$ cat config.mk
export PLATFORM = sky130hd
export DESIGN_NAME = nibble_cpu_core
export DESIGN_NICKNAME = d
export VERILOG_FILES = /design/src/core/nibble_cpu_pkg.sv /design/src/core/nibble_cpu_core.sv
export SDC_FILE = /design/constraint.sdc
export NUM_CORES = 1
export LEC_CHECK = 0
export BUFFER_PORTS_ARGS = -buffer_cell sky130_fd_sc_hd__buf_2
export CAP_MARGIN = 20
export CORE_MARGIN = 2
export CORE_UTILIZATION = 55
export DETAILED_ROUTE_END_ITERATION = 8
export PLACE_DENSITY = 0.84
export SYNTH_ARGS = -nofsm -noshare
export SYNTH_HDL_FRONTEND = slang
export SYNTH_SLANG_ARGS = --single-unit
$ cat constraint.sdc
create_clock -name clock_in -period 9.2 [get_ports clock_in]
set_input_delay 1.84 -clock clock_in [delete_from_list [all_inputs] [get_ports clock_in]]
set_output_delay 1.84 -clock clock_in [all_outputs]
set_load 0.05 [all_outputs]
$ cat src/core/nibble_cpu_pkg.sv
package nibble_cpu_pkg;

  // ****************************************************************
  // Widths
  // ****************************************************************
  localparam int NIB_W = 4;
  localparam int PC_W = 12;
  localparam int DADDR_W = 10;
  localparam int STACK_DEPTH = 8;

  // ****************************************************************
  // Opcodes (first byte, upper bits compared after masking)
  // ****************************************************************
  localparam logic [7:0] OP_XM = 8'hA0;
  localparam logic [7:0] OP_XI = 8'hFE;
  localparam logic [7:0] OP_XD = 8'hFF;
  localparam logic [7:0] OP_ROM_TABLE_READ = 8'h63;
  localparam logic [7:0] OP_LDZ = 8'h80;
  localparam logic [7:0] OP_LHI = 8'h40;
  localparam logic [7:0] OP_XA = 8'hE0;
  localparam logic [7:0] OP_SFB = 8'h50;
  localparam logic [7:0] OP_RFB = 8'h10;
  localparam logic [7:0] OP_JMP = 8'h68;
  localparam logic [7:0] OP_BANK = 8'hFD;
  localparam logic [7:0] OP_PAGE_JUMP_INDEXED = 8'hFA;
  localparam logic [7:0] OP_CZP = 8'hB0;
  localparam logic [7:0] OP_CAL = 8'hA8;
  localparam logic [7:0] OP_RT = 8'h62;
  localparam logic [7:0] OP_RTI = 8'h22;
  localparam logic [7:0] OP_BA = 8'h70;
  localparam logic [7:0] OP_BNA = 8'h30;
  localparam logic [7:0] OP_BM = 8'h74;
  localparam logic [7:0] OP_BNM = 8'h34;
  localparam logic [7:0] OP_BP = 8'h78;
  localparam logic [7:0] OP_BNP = 8'h38;
  localparam logic [7:0] OP_BF = 8'hD0;
  localparam logic [7:0] OP_BNF = 8'h90;
  localparam logic [7:0] OP_SPB = 8'h04;
  localparam logic [7:0] OP_RPB = 8'h24;
  localparam logic [7:0] OP_CTL = 8'h2C;
  localparam logic [7:0] OP_LI = 8'hC0;
  localparam logic [7:0] OP_CLA = 8'hC0;
  localparam logic [7:0] OP_CI = 8'h24;
  localparam logic [7:0] OP_NOP = 8'h00;

  // ****************************************************************
  // Flag area, control selector range, reset options
  // ****************************************************************
  localparam logic [9:0] FLAG_BASE = 10'h0F0;
  localparam logic [9:0] FLAG_STEP = 10'h100;
  localparam logic [3:0] CTL_SEL_MAX = 4'h8;
  localparam logic [4:0] DIV_FULL = 5'h00;
  localparam logic [4:0] DIV_SLOW = 5'h1F;
  localparam logic [PC_W-1:0] PC_RESET = 12'h000;

  typedef enum logic [2:0] {ST_FETCH, ST_EXEC2, ST_BYTE2, ST_TABLE,
    ST_PORT2} state_e;

endpackage

$ cat src/core/nibble_cpu_core.sv
`timescale 1ns/1ns
module nibble_cpu_core #(
  parameter int WDOG_LIMIT = 16384
) (
  // Clock and reset
  input wire logic clock_in,
  input wire logic nrst_in,
  // Mask options
  input wire logic div_slow_opt_in,
  input wire logic portc_high_opt_in,
  input wire logic portd_high_opt_in,
  input wire logic wdog_fit_in,
  // Program ROM
  output logic [nibble_cpu_pkg::PC_W-1:0] rom_addr_out,
  input wire logic [7:0] rom_data_in,
  // Data RAM
  output logic [nibble_cpu_pkg::DADDR_W-1:0] ram_addr_out,
  output logic [3:0] ram_wdata_out,
  output logic ram_we_out,
  input wire logic [3:0] ram_rdata_in,
  // Ports
  input wire logic [3:0] port_in,
  output logic [3:0] port_sel_out,
  output logic [3:0] portc_out,
  output logic [3:0] portd_out,
  output logic [3:0] port_wdata_out,
  output logic port_we_out,
  // Control and watchdog
  output logic [7:0] ctl_out,
  output logic global_irq_enable_out,
  output logic [4:0] div_ratio_out,
  input wire logic wdog_clear_in,
  output logic wdog_irq_out,
  // State
  output logic [3:0] main_operand_reg_out,
  output logic carry_flag_out,
  output logic zero_flag_out
);
  import nibble_cpu_pkg::*;

  initial begin
    if (WDOG_LIMIT < 2 || WDOG_LIMIT > 32768) begin
      $error("WDOG_LIMIT out of range");
    end
  end

  // ****************************************************************
  // Registers
  // ****************************************************************
  state_e st_r, st_nxt;
  logic [PC_W-1:0] pc_r, pc_nxt;
  logic [7:0] op_r, op_nxt;
  logic [3:0] ac_r, ac_nxt, e_r, e_nxt, dph_r, dph_nxt, dpl_r, dpl_nxt;
  logic cf_r, cf_nxt, zf_r, zf_nxt, csf_r, zsf_r;
  logic bank_r, bank_nxt, li_r, li_nxt, nop_r, nop_nxt;
  logic [3:0] wr_r [4];
  logic [3:0] wr_nxt [4];
  logic [PC_W-1:0] stk_r [STACK_DEPTH];
  logic [2:0] sp_r, sp_nxt;
  logic push, pop;
  logic [PC_W-1:0] push_val;
  logic [3:0] pc_out_r, pc_out_nxt, pd_out_r, pd_out_nxt;
  logic [7:0] ctl_r, ctl_nxt;
  logic gie_r, gie_nxt;
  logic [4:0] div_r, div_nxt;
  logic [14:0] wd_cnt_r;
  logic wd_irq_r;
  logic [3:0] wdat;
  logic we, pwe;

  // Flag bit n lives at nibble FLAG_BASE + 3 + (n/4) * FLAG_STEP, bit n mod 4.
  function automatic logic [9:0] flag_addr(input logic [3:0] n);
    flag_addr = FLAG_BASE + 10'h003
      + 10'(({8'h00, n[3:2]}) * FLAG_STEP);
  endfunction

  function automatic logic [3:0] bitmask(input logic [1:0] t);
    bitmask = 4'h1 << t;
  endfunction

  // ****************************************************************
  // Execute
  // ****************************************************************
  always_comb begin
    st_nxt = ST_FETCH; pc_nxt = pc_r; op_nxt = op_r;
    ac_nxt = ac_r; e_nxt = e_r; dph_nxt = dph_r; dpl_nxt = dpl_r;
    cf_nxt = cf_r; zf_nxt = zf_r; bank_nxt = bank_r;
    li_nxt = li_r; nop_nxt = nop_r;
    wr_nxt = wr_r; push = 1'b0; pop = 1'b0; push_val = '0;
    pc_out_nxt = pc_out_r; pd_out_nxt = pd_out_r;
    ctl_nxt = ctl_r; gie_nxt = gie_r; div_nxt = div_r;
    ram_addr_out = {dph_r[1:0], dph_r, dpl_r};
    rom_addr_out = pc_r;
    wdat = ac_r; we = 1'b0; pwe = 1'b0;
    unique case (st_r)
      ST_FETCH: begin
        op_nxt = rom_data_in;
        pc_nxt = PC_W'(pc_r + 12'h001);
        // The bank prefix must survive the jump's fetch to reach byte two.
        bank_nxt = bank_r && (rom_data_in[7:3] == OP_JMP[7:3]);
        li_nxt = 1'b0;
        if (nop_r && (rom_data_in[7:4] == OP_LI[7:4])) begin
          li_nxt = li_r;
        end else if (rom_data_in == OP_CLA) begin
          ac_nxt = 4'h0; zf_nxt = 1'b1;
          nop_nxt = li_r;
        end else if (rom_data_in[7:4] == OP_LI[7:4]) begin
          ac_nxt = rom_data_in[3:0]; li_nxt = 1'b1;
        end else if (rom_data_in[7:3] == OP_XM[7:3]) begin
          st_nxt = ST_EXEC2;
        end else if (rom_data_in == OP_XI || rom_data_in == OP_XD) begin
          st_nxt = ST_EXEC2;
        end else if (rom_data_in == OP_ROM_TABLE_READ) begin
          st_nxt = ST_TABLE;
        end else if (rom_data_in[7:4] == OP_LDZ[7:4]) begin
          dph_nxt = 4'h0; dpl_nxt = rom_data_in[3:0];
        end else if (rom_data_in[7:4] == OP_LHI[7:4]) begin
          dph_nxt = rom_data_in[3:0];
        end else if (rom_data_in[7:4] == OP_XA[7:4]
            && rom_data_in[0] == 1'b0 && rom_data_in[3] == 1'b0) begin
          ac_nxt = wr_r[rom_data_in[2:1]];
          wr_nxt[rom_data_in[2:1]] = ac_r;
        end else if (rom_data_in[7:4] == OP_SFB[7:4]
            || rom_data_in[7:4] == OP_RFB[7:4]) begin
          st_nxt = ST_EXEC2;
          ram_addr_out = flag_addr(rom_data_in[3:0]);
        end else if (rom_data_in == OP_BANK) begin
          bank_nxt = 1'b1;
        end else if (rom_data_in == OP_PAGE_JUMP_INDEXED) begin
          pc_nxt = {pc_r[11:8], e_r, ac_r};
        end else if (rom_data_in[7:4] == OP_CZP[7:4]) begin
          push = 1'b1; push_val = PC_W'(pc_r + 12'h001);
          pc_nxt = {6'h00, rom_data_in[3:0], 2'b00};
        end else if (rom_data_in == OP_RT || rom_data_in == OP_RTI) begin
          pop = 1'b1; pc_nxt = stk_r[sp_r - 3'd1];
          if (rom_data_in == OP_RTI) begin
            cf_nxt = csf_r; zf_nxt = zsf_r;
          end
        end else if (rom_data_in[7:2] == OP_SPB[7:2]
            || rom_data_in[7:2] == OP_RPB[7:2]) begin
          st_nxt = ST_PORT2;
        end else if (rom_data_in == OP_NOP) begin
          st_nxt = ST_FETCH;
        end else begin
          st_nxt = ST_BYTE2;
        end
      end
      ST_EXEC2: begin
        if (op_r[7:4] == OP_SFB[7:4] || op_r[7:4] == OP_RFB[7:4]) begin
          ram_addr_out = flag_addr(op_r[3:0]);
          we = 1'b1;
          if (op_r[6]) begin
            wdat = ram_rdata_in | bitmask(op_r[1:0]);
          end else begin
            wdat = ram_rdata_in & ~bitmask(op_r[1:0]);
            zf_nxt = (wdat == 4'h0);
          end
        end else begin
          we = 1'b1; ac_nxt = ram_rdata_in;
          if (op_r == OP_XI) begin
            dpl_nxt = dpl_r + 4'h1; zf_nxt = (dpl_nxt == 4'h0);
          end else if (op_r == OP_XD) begin
            dpl_nxt = dpl_r - 4'h1; zf_nxt = (dpl_nxt == 4'h0);
          end else if (op_r[2:0] != 3'b000) begin
            dph_nxt = dph_r | {1'b0, op_r[2:0]};
            zf_nxt = (dph_r == {1'b0, op_r[2:0]});
          end else begin
            zf_nxt = (dph_r == 4'h0);
          end
        end
      end
      ST_TABLE: begin
        rom_addr_out = {pc_r[11:8], e_r, ac_r};
        e_nxt = rom_data_in[7:4];
        ac_nxt = rom_data_in[3:0];
      end
      ST_PORT2: begin
        pwe = 1'b1;
        wdat = op_r[5] ? port_in & ~bitmask(op_r[1:0])
          : port_in | bitmask(op_r[1:0]);
        e_nxt = port_in;
        if (dpl_r == 4'hC) pc_out_nxt = wdat;
        if (dpl_r == 4'hD) pd_out_nxt = wdat;
      end
      ST_BYTE2: begin
        pc_nxt = PC_W'(pc_r + 12'h001);
        if (op_r[7:3] == OP_JMP[7:3]) begin
          pc_nxt = {pc_r[11] ^ bank_r, op_r[2:0], rom_data_in};
        end else if (op_r[7:3] == OP_CAL[7:3]) begin
          push = 1'b1; push_val = PC_W'(pc_r + 12'h001);
          pc_nxt = {1'b0, op_r[2:0], rom_data_in};
        end else if (op_r[7:2] == OP_CI[7:2]) begin
          cf_nxt = ({op_r[1:0], rom_data_in[7:6]} <= ac_r);
          zf_nxt = ({op_r[1:0], rom_data_in[7:6]} == ac_r);
        end else if (op_r == OP_CTL && rom_data_in[3:0] <= CTL_SEL_MAX) begin
          if (rom_data_in[3:0] == CTL_SEL_MAX) begin
            gie_nxt = ~rom_data_in[4];
          end else begin
            ctl_nxt[rom_data_in[2:0]] = ~rom_data_in[4];
            if (rom_data_in[2:0] == 3'd0) begin
              div_nxt = rom_data_in[4] ? DIV_SLOW : DIV_FULL;
            end
          end
        end else if (op_r[7:5] == OP_BF[7:5] || op_r[7:5] == OP_BNF[7:5]) begin
          ram_addr_out = flag_addr(op_r[3:0]);
          if (((ram_rdata_in & bitmask(op_r[1:0])) != 4'h0) == op_r[6])
            pc_nxt = {pc_r[11:8], rom_data_in};
        end else if (op_r[5:4] == 2'b11 && op_r[3:2] != 2'b11) begin
          unique case (op_r[3:2])
            2'b00: wdat = ac_r;
            2'b01: wdat = ram_rdata_in;
            default: wdat = port_in;
          endcase
          if (wdat[op_r[1:0]] == op_r[6])
            pc_nxt = {pc_r[11:8], rom_data_in};
          wdat = ac_r;
        end
      end
      default: st_nxt = ST_FETCH;
    endcase
  end

  // ****************************************************************
  // Sequential state
  // ****************************************************************
  always_ff @(posedge clock_in or negedge nrst_in) begin
    if (!nrst_in) begin
      st_r <= ST_FETCH; pc_r <= PC_RESET; op_r <= 8'h00;
      ac_r <= 4'h0; e_r <= 4'h0; dph_r <= 4'h0; dpl_r <= 4'h0;
      cf_r <= 1'b0; zf_r <= 1'b0; csf_r <= 1'b0; zsf_r <= 1'b0;
      bank_r <= 1'b0; li_r <= 1'b0; nop_r <= 1'b0; sp_r <= 3'd0;
      ctl_r <= 8'h00; gie_r <= 1'b0;
      for (int i = 0; i < 4; i++) wr_r[i] <= 4'h0;
      for (int i = 0; i < STACK_DEPTH; i++) stk_r[i] <= '0;
    end else begin
      st_r <= st_nxt; pc_r <= pc_nxt; op_r <= op_nxt;
      ac_r <= ac_nxt; e_r <= e_nxt; dph_r <= dph_nxt; dpl_r <= dpl_nxt;
      cf_r <= cf_nxt; zf_r <= zf_nxt;
      bank_r <= bank_nxt; li_r <= li_nxt; nop_r <= nop_nxt;
      wr_r <= wr_nxt; ctl_r <= ctl_nxt; gie_r <= gie_nxt;
      if (push) begin
        stk_r[sp_r] <= push_val; sp_r <= sp_r + 3'd1;
        csf_r <= cf_r; zsf_r <= zf_r;
      end else if (pop) begin
        sp_r <= sp_r - 3'd1;
      end
    end
  end

  // Divider and port-level mask options are ports, so they are caught at the first clock
  // after release rather than inside the asynchronous reset branch.
  logic init_r;
  always_ff @(posedge clock_in or negedge nrst_in) begin
    if (!nrst_in) begin
      init_r <= 1'b1; div_r <= DIV_FULL;
      pc_out_r <= 4'h0; pd_out_r <= 4'h0;
    end else if (init_r) begin
      init_r <= 1'b0;
      div_r <= div_slow_opt_in ? DIV_SLOW : DIV_FULL;
      pc_out_r <= {4{portc_high_opt_in}};
      pd_out_r <= {4{portd_high_opt_in}};
    end else begin
      div_r <= div_nxt; pc_out_r <= pc_out_nxt; pd_out_r <= pd_out_nxt;
    end
  end

  // Watchdog: request stays until firmware clears; a timeout in the same
  // cycle as the clear wins so no event is lost.
  always_ff @(posedge clock_in or negedge nrst_in) begin
    if (!nrst_in) begin
      wd_cnt_r <= '0; wd_irq_r <= 1'b0;
    end else if (wdog_fit_in) begin
      if (wd_cnt_r == 15'(WDOG_LIMIT - 1)) begin
        wd_cnt_r <= '0; wd_irq_r <= 1'b1;
      end else begin
        wd_cnt_r <= wdog_clear_in ? '0 : wd_cnt_r + 15'd1;
        if (wdog_clear_in) wd_irq_r <= 1'b0;
      end
    end
  end

  assign ram_wdata_out = wdat;
  assign ram_we_out = we;
  assign port_sel_out = dpl_r;
  assign port_wdata_out = wdat;
  assign port_we_out = pwe;
  assign portc_out = pc_out_r;
  assign portd_out = pd_out_r;
  assign ctl_out = ctl_r;
  assign global_irq_enable_out = gie_r;
  assign div_ratio_out = div_r;
  assign wdog_irq_out = wd_irq_r;
  assign main_operand_reg_out = ac_r;
  assign carry_flag_out = cf_r;
  assign zero_flag_out = zf_r;

  property p_page_jump_indexed;
    @(posedge clock_in) disable iff (!nrst_in)
    (st_r == ST_FETCH && rom_data_in == OP_PAGE_JUMP_INDEXED && !nop_r)
      |=> pc_r[7:0] == $past({e_r, ac_r});
  endproperty
  a_page_jump_indexed: assert property (p_page_jump_indexed) else $error("page jump wrong");

  property p_xi;
    @(posedge clock_in) disable iff (!nrst_in)
    (st_r == ST_EXEC2 && op_r == OP_XI)
      |=> dpl_r == $past(dpl_r) + 4'h1 && zf_r == (dpl_r == 4'h0);
  endproperty
  a_xi: assert property (p_xi) else $error("swap-inc wrong");

  property p_ldz;
    @(posedge clock_in) disable iff (!nrst_in)
    (st_r == ST_FETCH && rom_data_in[7:4] == OP_LDZ[7:4] && !nop_r)
      |=> dph_r == 4'h0 && st_r == ST_FETCH;
  endproperty
  a_ldz: assert property (p_ldz) else $error("pointer load wrong");

  property p_two_cycle;
    @(posedge clock_in) disable iff (!nrst_in)
    (st_r == ST_FETCH && rom_data_in == OP_XD) |=> st_r == ST_EXEC2
      ##1 st_r == ST_FETCH;
  endproperty
  a_two_cycle: assert property (p_two_cycle) else $error("swap-dec timing");

  property p_wd;
    @(posedge clock_in) disable iff (!nrst_in)
    $rose(wd_irq_r) |-> wdog_fit_in && $past(wd_cnt_r) != 15'd0;
  endproperty
  a_wd: assert property (p_wd) else $error("watchdog raised wrongly");

  property p_czp;
    @(posedge clock_in) disable iff (!nrst_in)
    (st_r == ST_FETCH && rom_data_in[7:4] == OP_CZP[7:4] && !nop_r)
      |=> pc_r[11:6] == 6'h00 && pc_r[1:0] == 2'b00;
  endproperty
  a_czp: assert property (p_czp) else $error("zero-page call wrong");

  property p_rti;
    @(posedge clock_in) disable iff (!nrst_in)
    (st_r == ST_FETCH && rom_data_in == OP_RTI && !nop_r)
      |=> cf_r == $past(csf_r) && zf_r == $past(zsf_r);
  endproperty
  a_rti: assert property (p_rti) else $error("flags not restored");

  property p_port;
    @(posedge clock_in) disable iff (!nrst_in)
    st_r == ST_PORT2 |-> port_we_out ##1 st_r == ST_FETCH;
  endproperty
  a_port: assert property (p_port) else $error("port bit timing");

endmodule

# Word-level counts from Yosys, hierarchy flattened
# Cells that the tools add are included.
word_totals:
  regBits: 200
  inputBits: 23
  out_inout_bits: 65
  wordCells: 480
op_classes:
  addsub: 8
  order_cmp: 10
  n_eq_ne: 96
  n_shift: 1
  mux: 250
  n_bitwise: 26
  n_reduce_logical: 53
ops:
  columns: ["op", "n"]
  rows:
  - ["12-bit 2-to-1 mux", 40]
  - ["4-bit 2-to-1 mux", 51]
  - ["10-bit 2-to-1 mux", 16]
  - ["96-bit bitwise mux", 1]
  - ["1-bit 2-to-1 mux", 90]
  - ["8-bit equality test (second input constant)", 7]
  - ["2-bit inequality test (second input constant)", 28]
  - ["3-bit 2-to-1 mux", 18]
  - ["5-bit 2-to-1 mux", 10]
  - ["3-bit inequality test (second input constant)", 16]
  - ["12-bit one-hot mux with 2 select lines", 2]
  - ["4-bit one-hot mux with 2 select lines", 5]
  - ["19-bit AND reduction", 2]
  - ["12-bit binary-select mux with 3-bit select", 1]
  - ["12-bit demux with 3-bit select", 1]
  - ["15-bit 2-to-1 mux", 2]
  - ["10-bit one-hot mux with 3 select lines", 1]
  - ["4-bit equality test (second input constant)", 7]
  - ["4-bit inequality test (second input constant)", 6]
  - ["2-bit nonzero test", 11]
  - ["8-bit by 10-bit adder with 10-bit output (first input constant)", 2]
  - ["10-bit AND reduction", 2]
  - ["16-bit bitwise mux", 1]
  - ["8-bit by 6-bit equality test with 1-bit output (second input constant)", 2]
  - ["68 further kinds", 122]

# Longest topological paths before layout
depth:
  depth_word: 20
  ltp_mapped: 12
  ltp_nobuf: 9

# Worst setup path after synthesis
# OpenSTA, ideal clock, no wires.
synth_path:
  path_type: "in2out"
  startpoint: "input rom_data_in[7]"
  endpoint: "output ram_addr_out[2] (netlist name)"
  t_arrival_ns: 3.585
  path_slack_ns: 3.775
  cell_stages: 6
  n_path_buf: 1
  cell_sequence: "clkbuf_1 -> or2_2 -> or2_2 -> nor2_1 -> a211oi_1 -> and2_1"
synth_via:
  elab_chain_len: 13
synth_lines:
  columns: ["element", "line", "source"]
  rows:
  - ["start: declaration", "nibble_cpu_core.sv:15", "input wire logic [7:0] rom_data_in,"]
  - ["4-bit by 3-bit equality test with 1-bit output, or another cell as far along", "nibble_cpu_core.sv:123", "end else if (rom_data_in[7:4] == OP_SFB[7:4]"]
  - ["1-bit logical OR or 1-bit logical AND (tied branches)", "nibble_cpu_core.sv:124, nibble_cpu_core.sv:120", null]
  - ["10-bit 2-to-1 mux or 1-bit logical AND (tied branches)", "nibble_cpu_core.sv:123, nibble_cpu_core.sv:120", null]
  - ["10-bit 2-to-1 mux", "nibble_cpu_core.sv:119", "end else if (rom_data_in[7:4] == OP_XA[7:4]"]
  - ["10-bit 2-to-1 mux", "nibble_cpu_core.sv:117", "end else if (rom_data_in[7:4] == OP_LHI[7:4]) begin"]
  - ["10-bit 2-to-1 mux", "nibble_cpu_core.sv:115", "end else if (rom_data_in[7:4] == OP_LDZ[7:4]) begin"]
  - ["10-bit 2-to-1 mux", "nibble_cpu_core.sv:113", "end else if (rom_data_in == OP_ROM_TABLE_READ) begin"]
  - ["10-bit 2-to-1 mux", "nibble_cpu_core.sv:111", "end else if (rom_data_in == OP_XI || rom_data_in == OP_XD) begin"]
  - ["10-bit 2-to-1 mux", "nibble_cpu_core.sv:109", "end else if (rom_data_in[7:3] == OP_XM[7:3]) begin"]
  - ["10-bit 2-to-1 mux", "nibble_cpu_core.sv:107", "end else if (rom_data_in[7:4] == OP_LI[7:4]) begin"]
  - ["10-bit 2-to-1 mux", "nibble_cpu_core.sv:104", "end else if (rom_data_in == OP_CLA) begin"]
  - ["10-bit 2-to-1 mux *", "nibble_cpu_core.sv:102", "if (nop_r && (rom_data_in[7:4] == OP_LI[7:4])) begin"]
  - ["10-bit one-hot mux with 3 select lines *", "nibble_cpu_core.sv:95", "unique case (st_r)"]
  - ["end: declaration", "nibble_cpu_core.sv:17", "output logic [nibble_cpu_pkg::DADDR_W-1:0] ram_addr_out,"]
# Mark *: on every way between the ends. The rest lies on a longest branch, timed or not.

# Worst setup path after layout
layout_path:
  startpoint: "input rom_data_in[4]"
  endpoint: "output ram_addr_out[3] (netlist name)"
# The elaborated chain is that of the path after synthesis.

==> metrics <==
status complete, no violations; Lkg Pwr 5.40 nW; GRT overflow 0; cts hold-fix bufs 0; initial core utilization 0.555; Min Clock Period, post-route 5.75 ns; Max FO, Critical Path 16; #FFs+latches synth 196; peak supply drop 0.155 mV; Switching Power 1.43 mW; Final nets 1268; Yosys top cell area share 0.439; Setup crit end kind output pin; first-pass GRT wire length 48500 um; post-route setup TNS 0 ns; Cells on Worst Hold Path 2; Crit path required time 7.36 ns; CP arrival 3.91 ns; Core Footprint 20000 sq um; clock sink count 196; CTS Buffer Depth 2; Final GP Congestion 0.992; register area share after synthesis 0.441; final-report max-slew violation count 0; Int Pwr 1.77 mW; residual DRC count 0; EDFF count, synth 0; Setup WS pre-CTS 3.34 ns; setup violators final 0; final hold slack 0.478 ns; Routed WL 30300 um; switching share of power 0.446; GRT Util Overall 0.287; DRT Pass-1 Iters 6; skew final 0.0105 ns; Max Fclk 174 MHz; Rel. slew slack 0.326; Gate Count Post-Synth 1201; via/cell ratio 6.39; Hold Vio Cnt, Final 0; post-synthesis cell area 11100 sq um; post-CTS resize count 0; largest net degree at the start of global routing 121; CTS Buf Count 17; Distinct cells, synth 75; Inserted Diodes 0; Worst Reg-to-Reg Cells 6; PD cells 263 nW/um^2; Hold Crit Class reg -> reg; dpl hpwl 20300 um; drt wl/cell 20.0 um; Avg Inst Size Synth 9.26 sq um; worst setup margin 3.45 ns; Rows 52; Max Cap Viol 0; most frequent cells after synthesis nand2_1 (230), dfrtp_1 (195), o21ai_0 (163), nor2_1 (69), clkbuf_1 (60); DIE WIDTH 146 um; prevailing post-synth register cell dfrtp_1; worst-skew pair later-pin latency 0.45 ns; post-CTS setup buffers 0; CTS tree yes; syn_nets 1240; startpoint types input pin; CTS root buf clkbuf_16; H-Tree Level Count 4; share of cells above drive strength 1 0.164; count leader, synth nand2_1; Synth area leader dfrtp_1; yosys warns 0; Sequential Power Share 0.360; number of global-route vias before repair 9217; initial antenna violation count 0; Iter 0 DRT Violations 1028; DR vias 9656; period utilization 0.625; PortBufs 87; Die Y 146 um; die area 21400 sq um; FILL cells 1683; WS Path Type in -> out; total power 3.20 mW; Async SR Flop Fraction 1.00; Routed Antenna Nets 0; Area growth, synth to finish 9.56%; I/O Pins 88; top cells by area, synth dfrtp_1 (44%), nand2_1 (7.8%), o21ai_0 (7.3%); combinational power share 0.404; Worst-path clk slew 0.07 ns; RSZ-0062 raised after global routing no; Least-Margin Pin Slew 1.01 ns; clock share of power 0.236
==> power groups by stage <==
stage,registers [mW],logic [mW],clock network [mW]
after CTS,1.14,1.28,0.762
after global placement,1.15,1.26,0
after floorplan,1.14,0.973,0
after global routing,1.16,1.38,0.801
after detailed placement,1.16,1.28,0
final,1.15,1.29,0.755
==> state kept, by name, indices dropped and copies added, names as in the netlist, 3 cells and up <==
name and count:
wr_r 16, e_r 4, main_operand_reg_out 4, pc_r 12, portd_out 4, port_sel_out 4, ctl_out 8, sp_r 3
st_r 3, dph_r 4, portc_out 4, stk_r 96, op_r 8, wd_cnt_r 15
==> logic make-up after synthesis <==
group,share of synthesized area
adder cells (fa/ha/maj),0.0180
other,0.000337
flip-flops,0.441
AND/OR/NAND/NOR,0.188
buffers and inverters,0.0442
AO/OA/AOI/OAI,0.167
XOR/XNOR,0.0252
multiplexers,0.116
==> path summary, 6_finish.rpt <==
kind	from	end	slack [ns]
worst max-delay path	rom_data_in[4]	ram_addr_out[3]	3.45
worst max register to register	op_r[6]	stk_r[15]	5.07
worst min register to register	portd_out[3]	portd_out[3]	0.48
worst min-delay path	portd_out[3]	portd_out[3]	0.48
max in group asynchronous	nrst_in	pc_r[1]	6.13
min in group asynchronous	nrst_in	port_sel_out[2]	1.53
==> cells in the final DEF (no fill, tap or decap), types with 19 or more instances in the layout <==
master   instances
mux4_2          29
xnor2_1         19
inv_1           26
nand2_1        230
mux2_2          27
mux2i_1         30
buf_2           87
dfrtp_1        195
nand3_1         30
a21oi_1         29
nand4_1         20
o21ai_0        163
nor2_1          69
==> per-layer routing <==
| metal | part of all wire | vias up | track usage |
|---|---|---|---|
| li1 | - | 4375 | - |
| met1 | 0.39 | 4662 | 0.365 |
| met2 | 0.47 | 509 | 0.454 |
| met3 | 0.084 | 110 | 0.0628 |
| met4 | 0.054 | 0 | 0.167 |
| met5 | 0 | - | 0 |
==> worst max-delay path: stages <==
cell,delay (ns)
buf_2,0.21
inv_1,0.32
or2_2,0.19
nor2_1,0.07
a211oi_1,0.58
buf_2,0.30
and2_1,0.14
buf_2,0.25
==> layout make-up <==
type | count | area, sq um | share of cell area
clock buffer | 17 | 425 | 0.0349
sequential | 196 | 4910 | 0.403
multi-input combinational | 891 | 5730 | 0.470
tap | 270 | 338 | 0.0277
clock inverter | 14 | 166 | 0.0137
inverter | 27 | 101 | 0.00832
timing repair buffer | 96 | 517 | 0.0424
==> per-stage QoR <==
| stage | area, sq um | instances | util |
|---|---|---|---|
| finish | 12200 | 1511 | 0.608 |
| global route | 12200 | 1511 | 0.608 |
| CTS | 12200 | 1509 | 0.607 |
| detailed placement | 11600 | 1478 | 0.578 |
| global placement | 11600 | 1478 | 0.578 |
| floorplan | 11100 | 1201 | - |
Power figures use the tool's default switching activity.
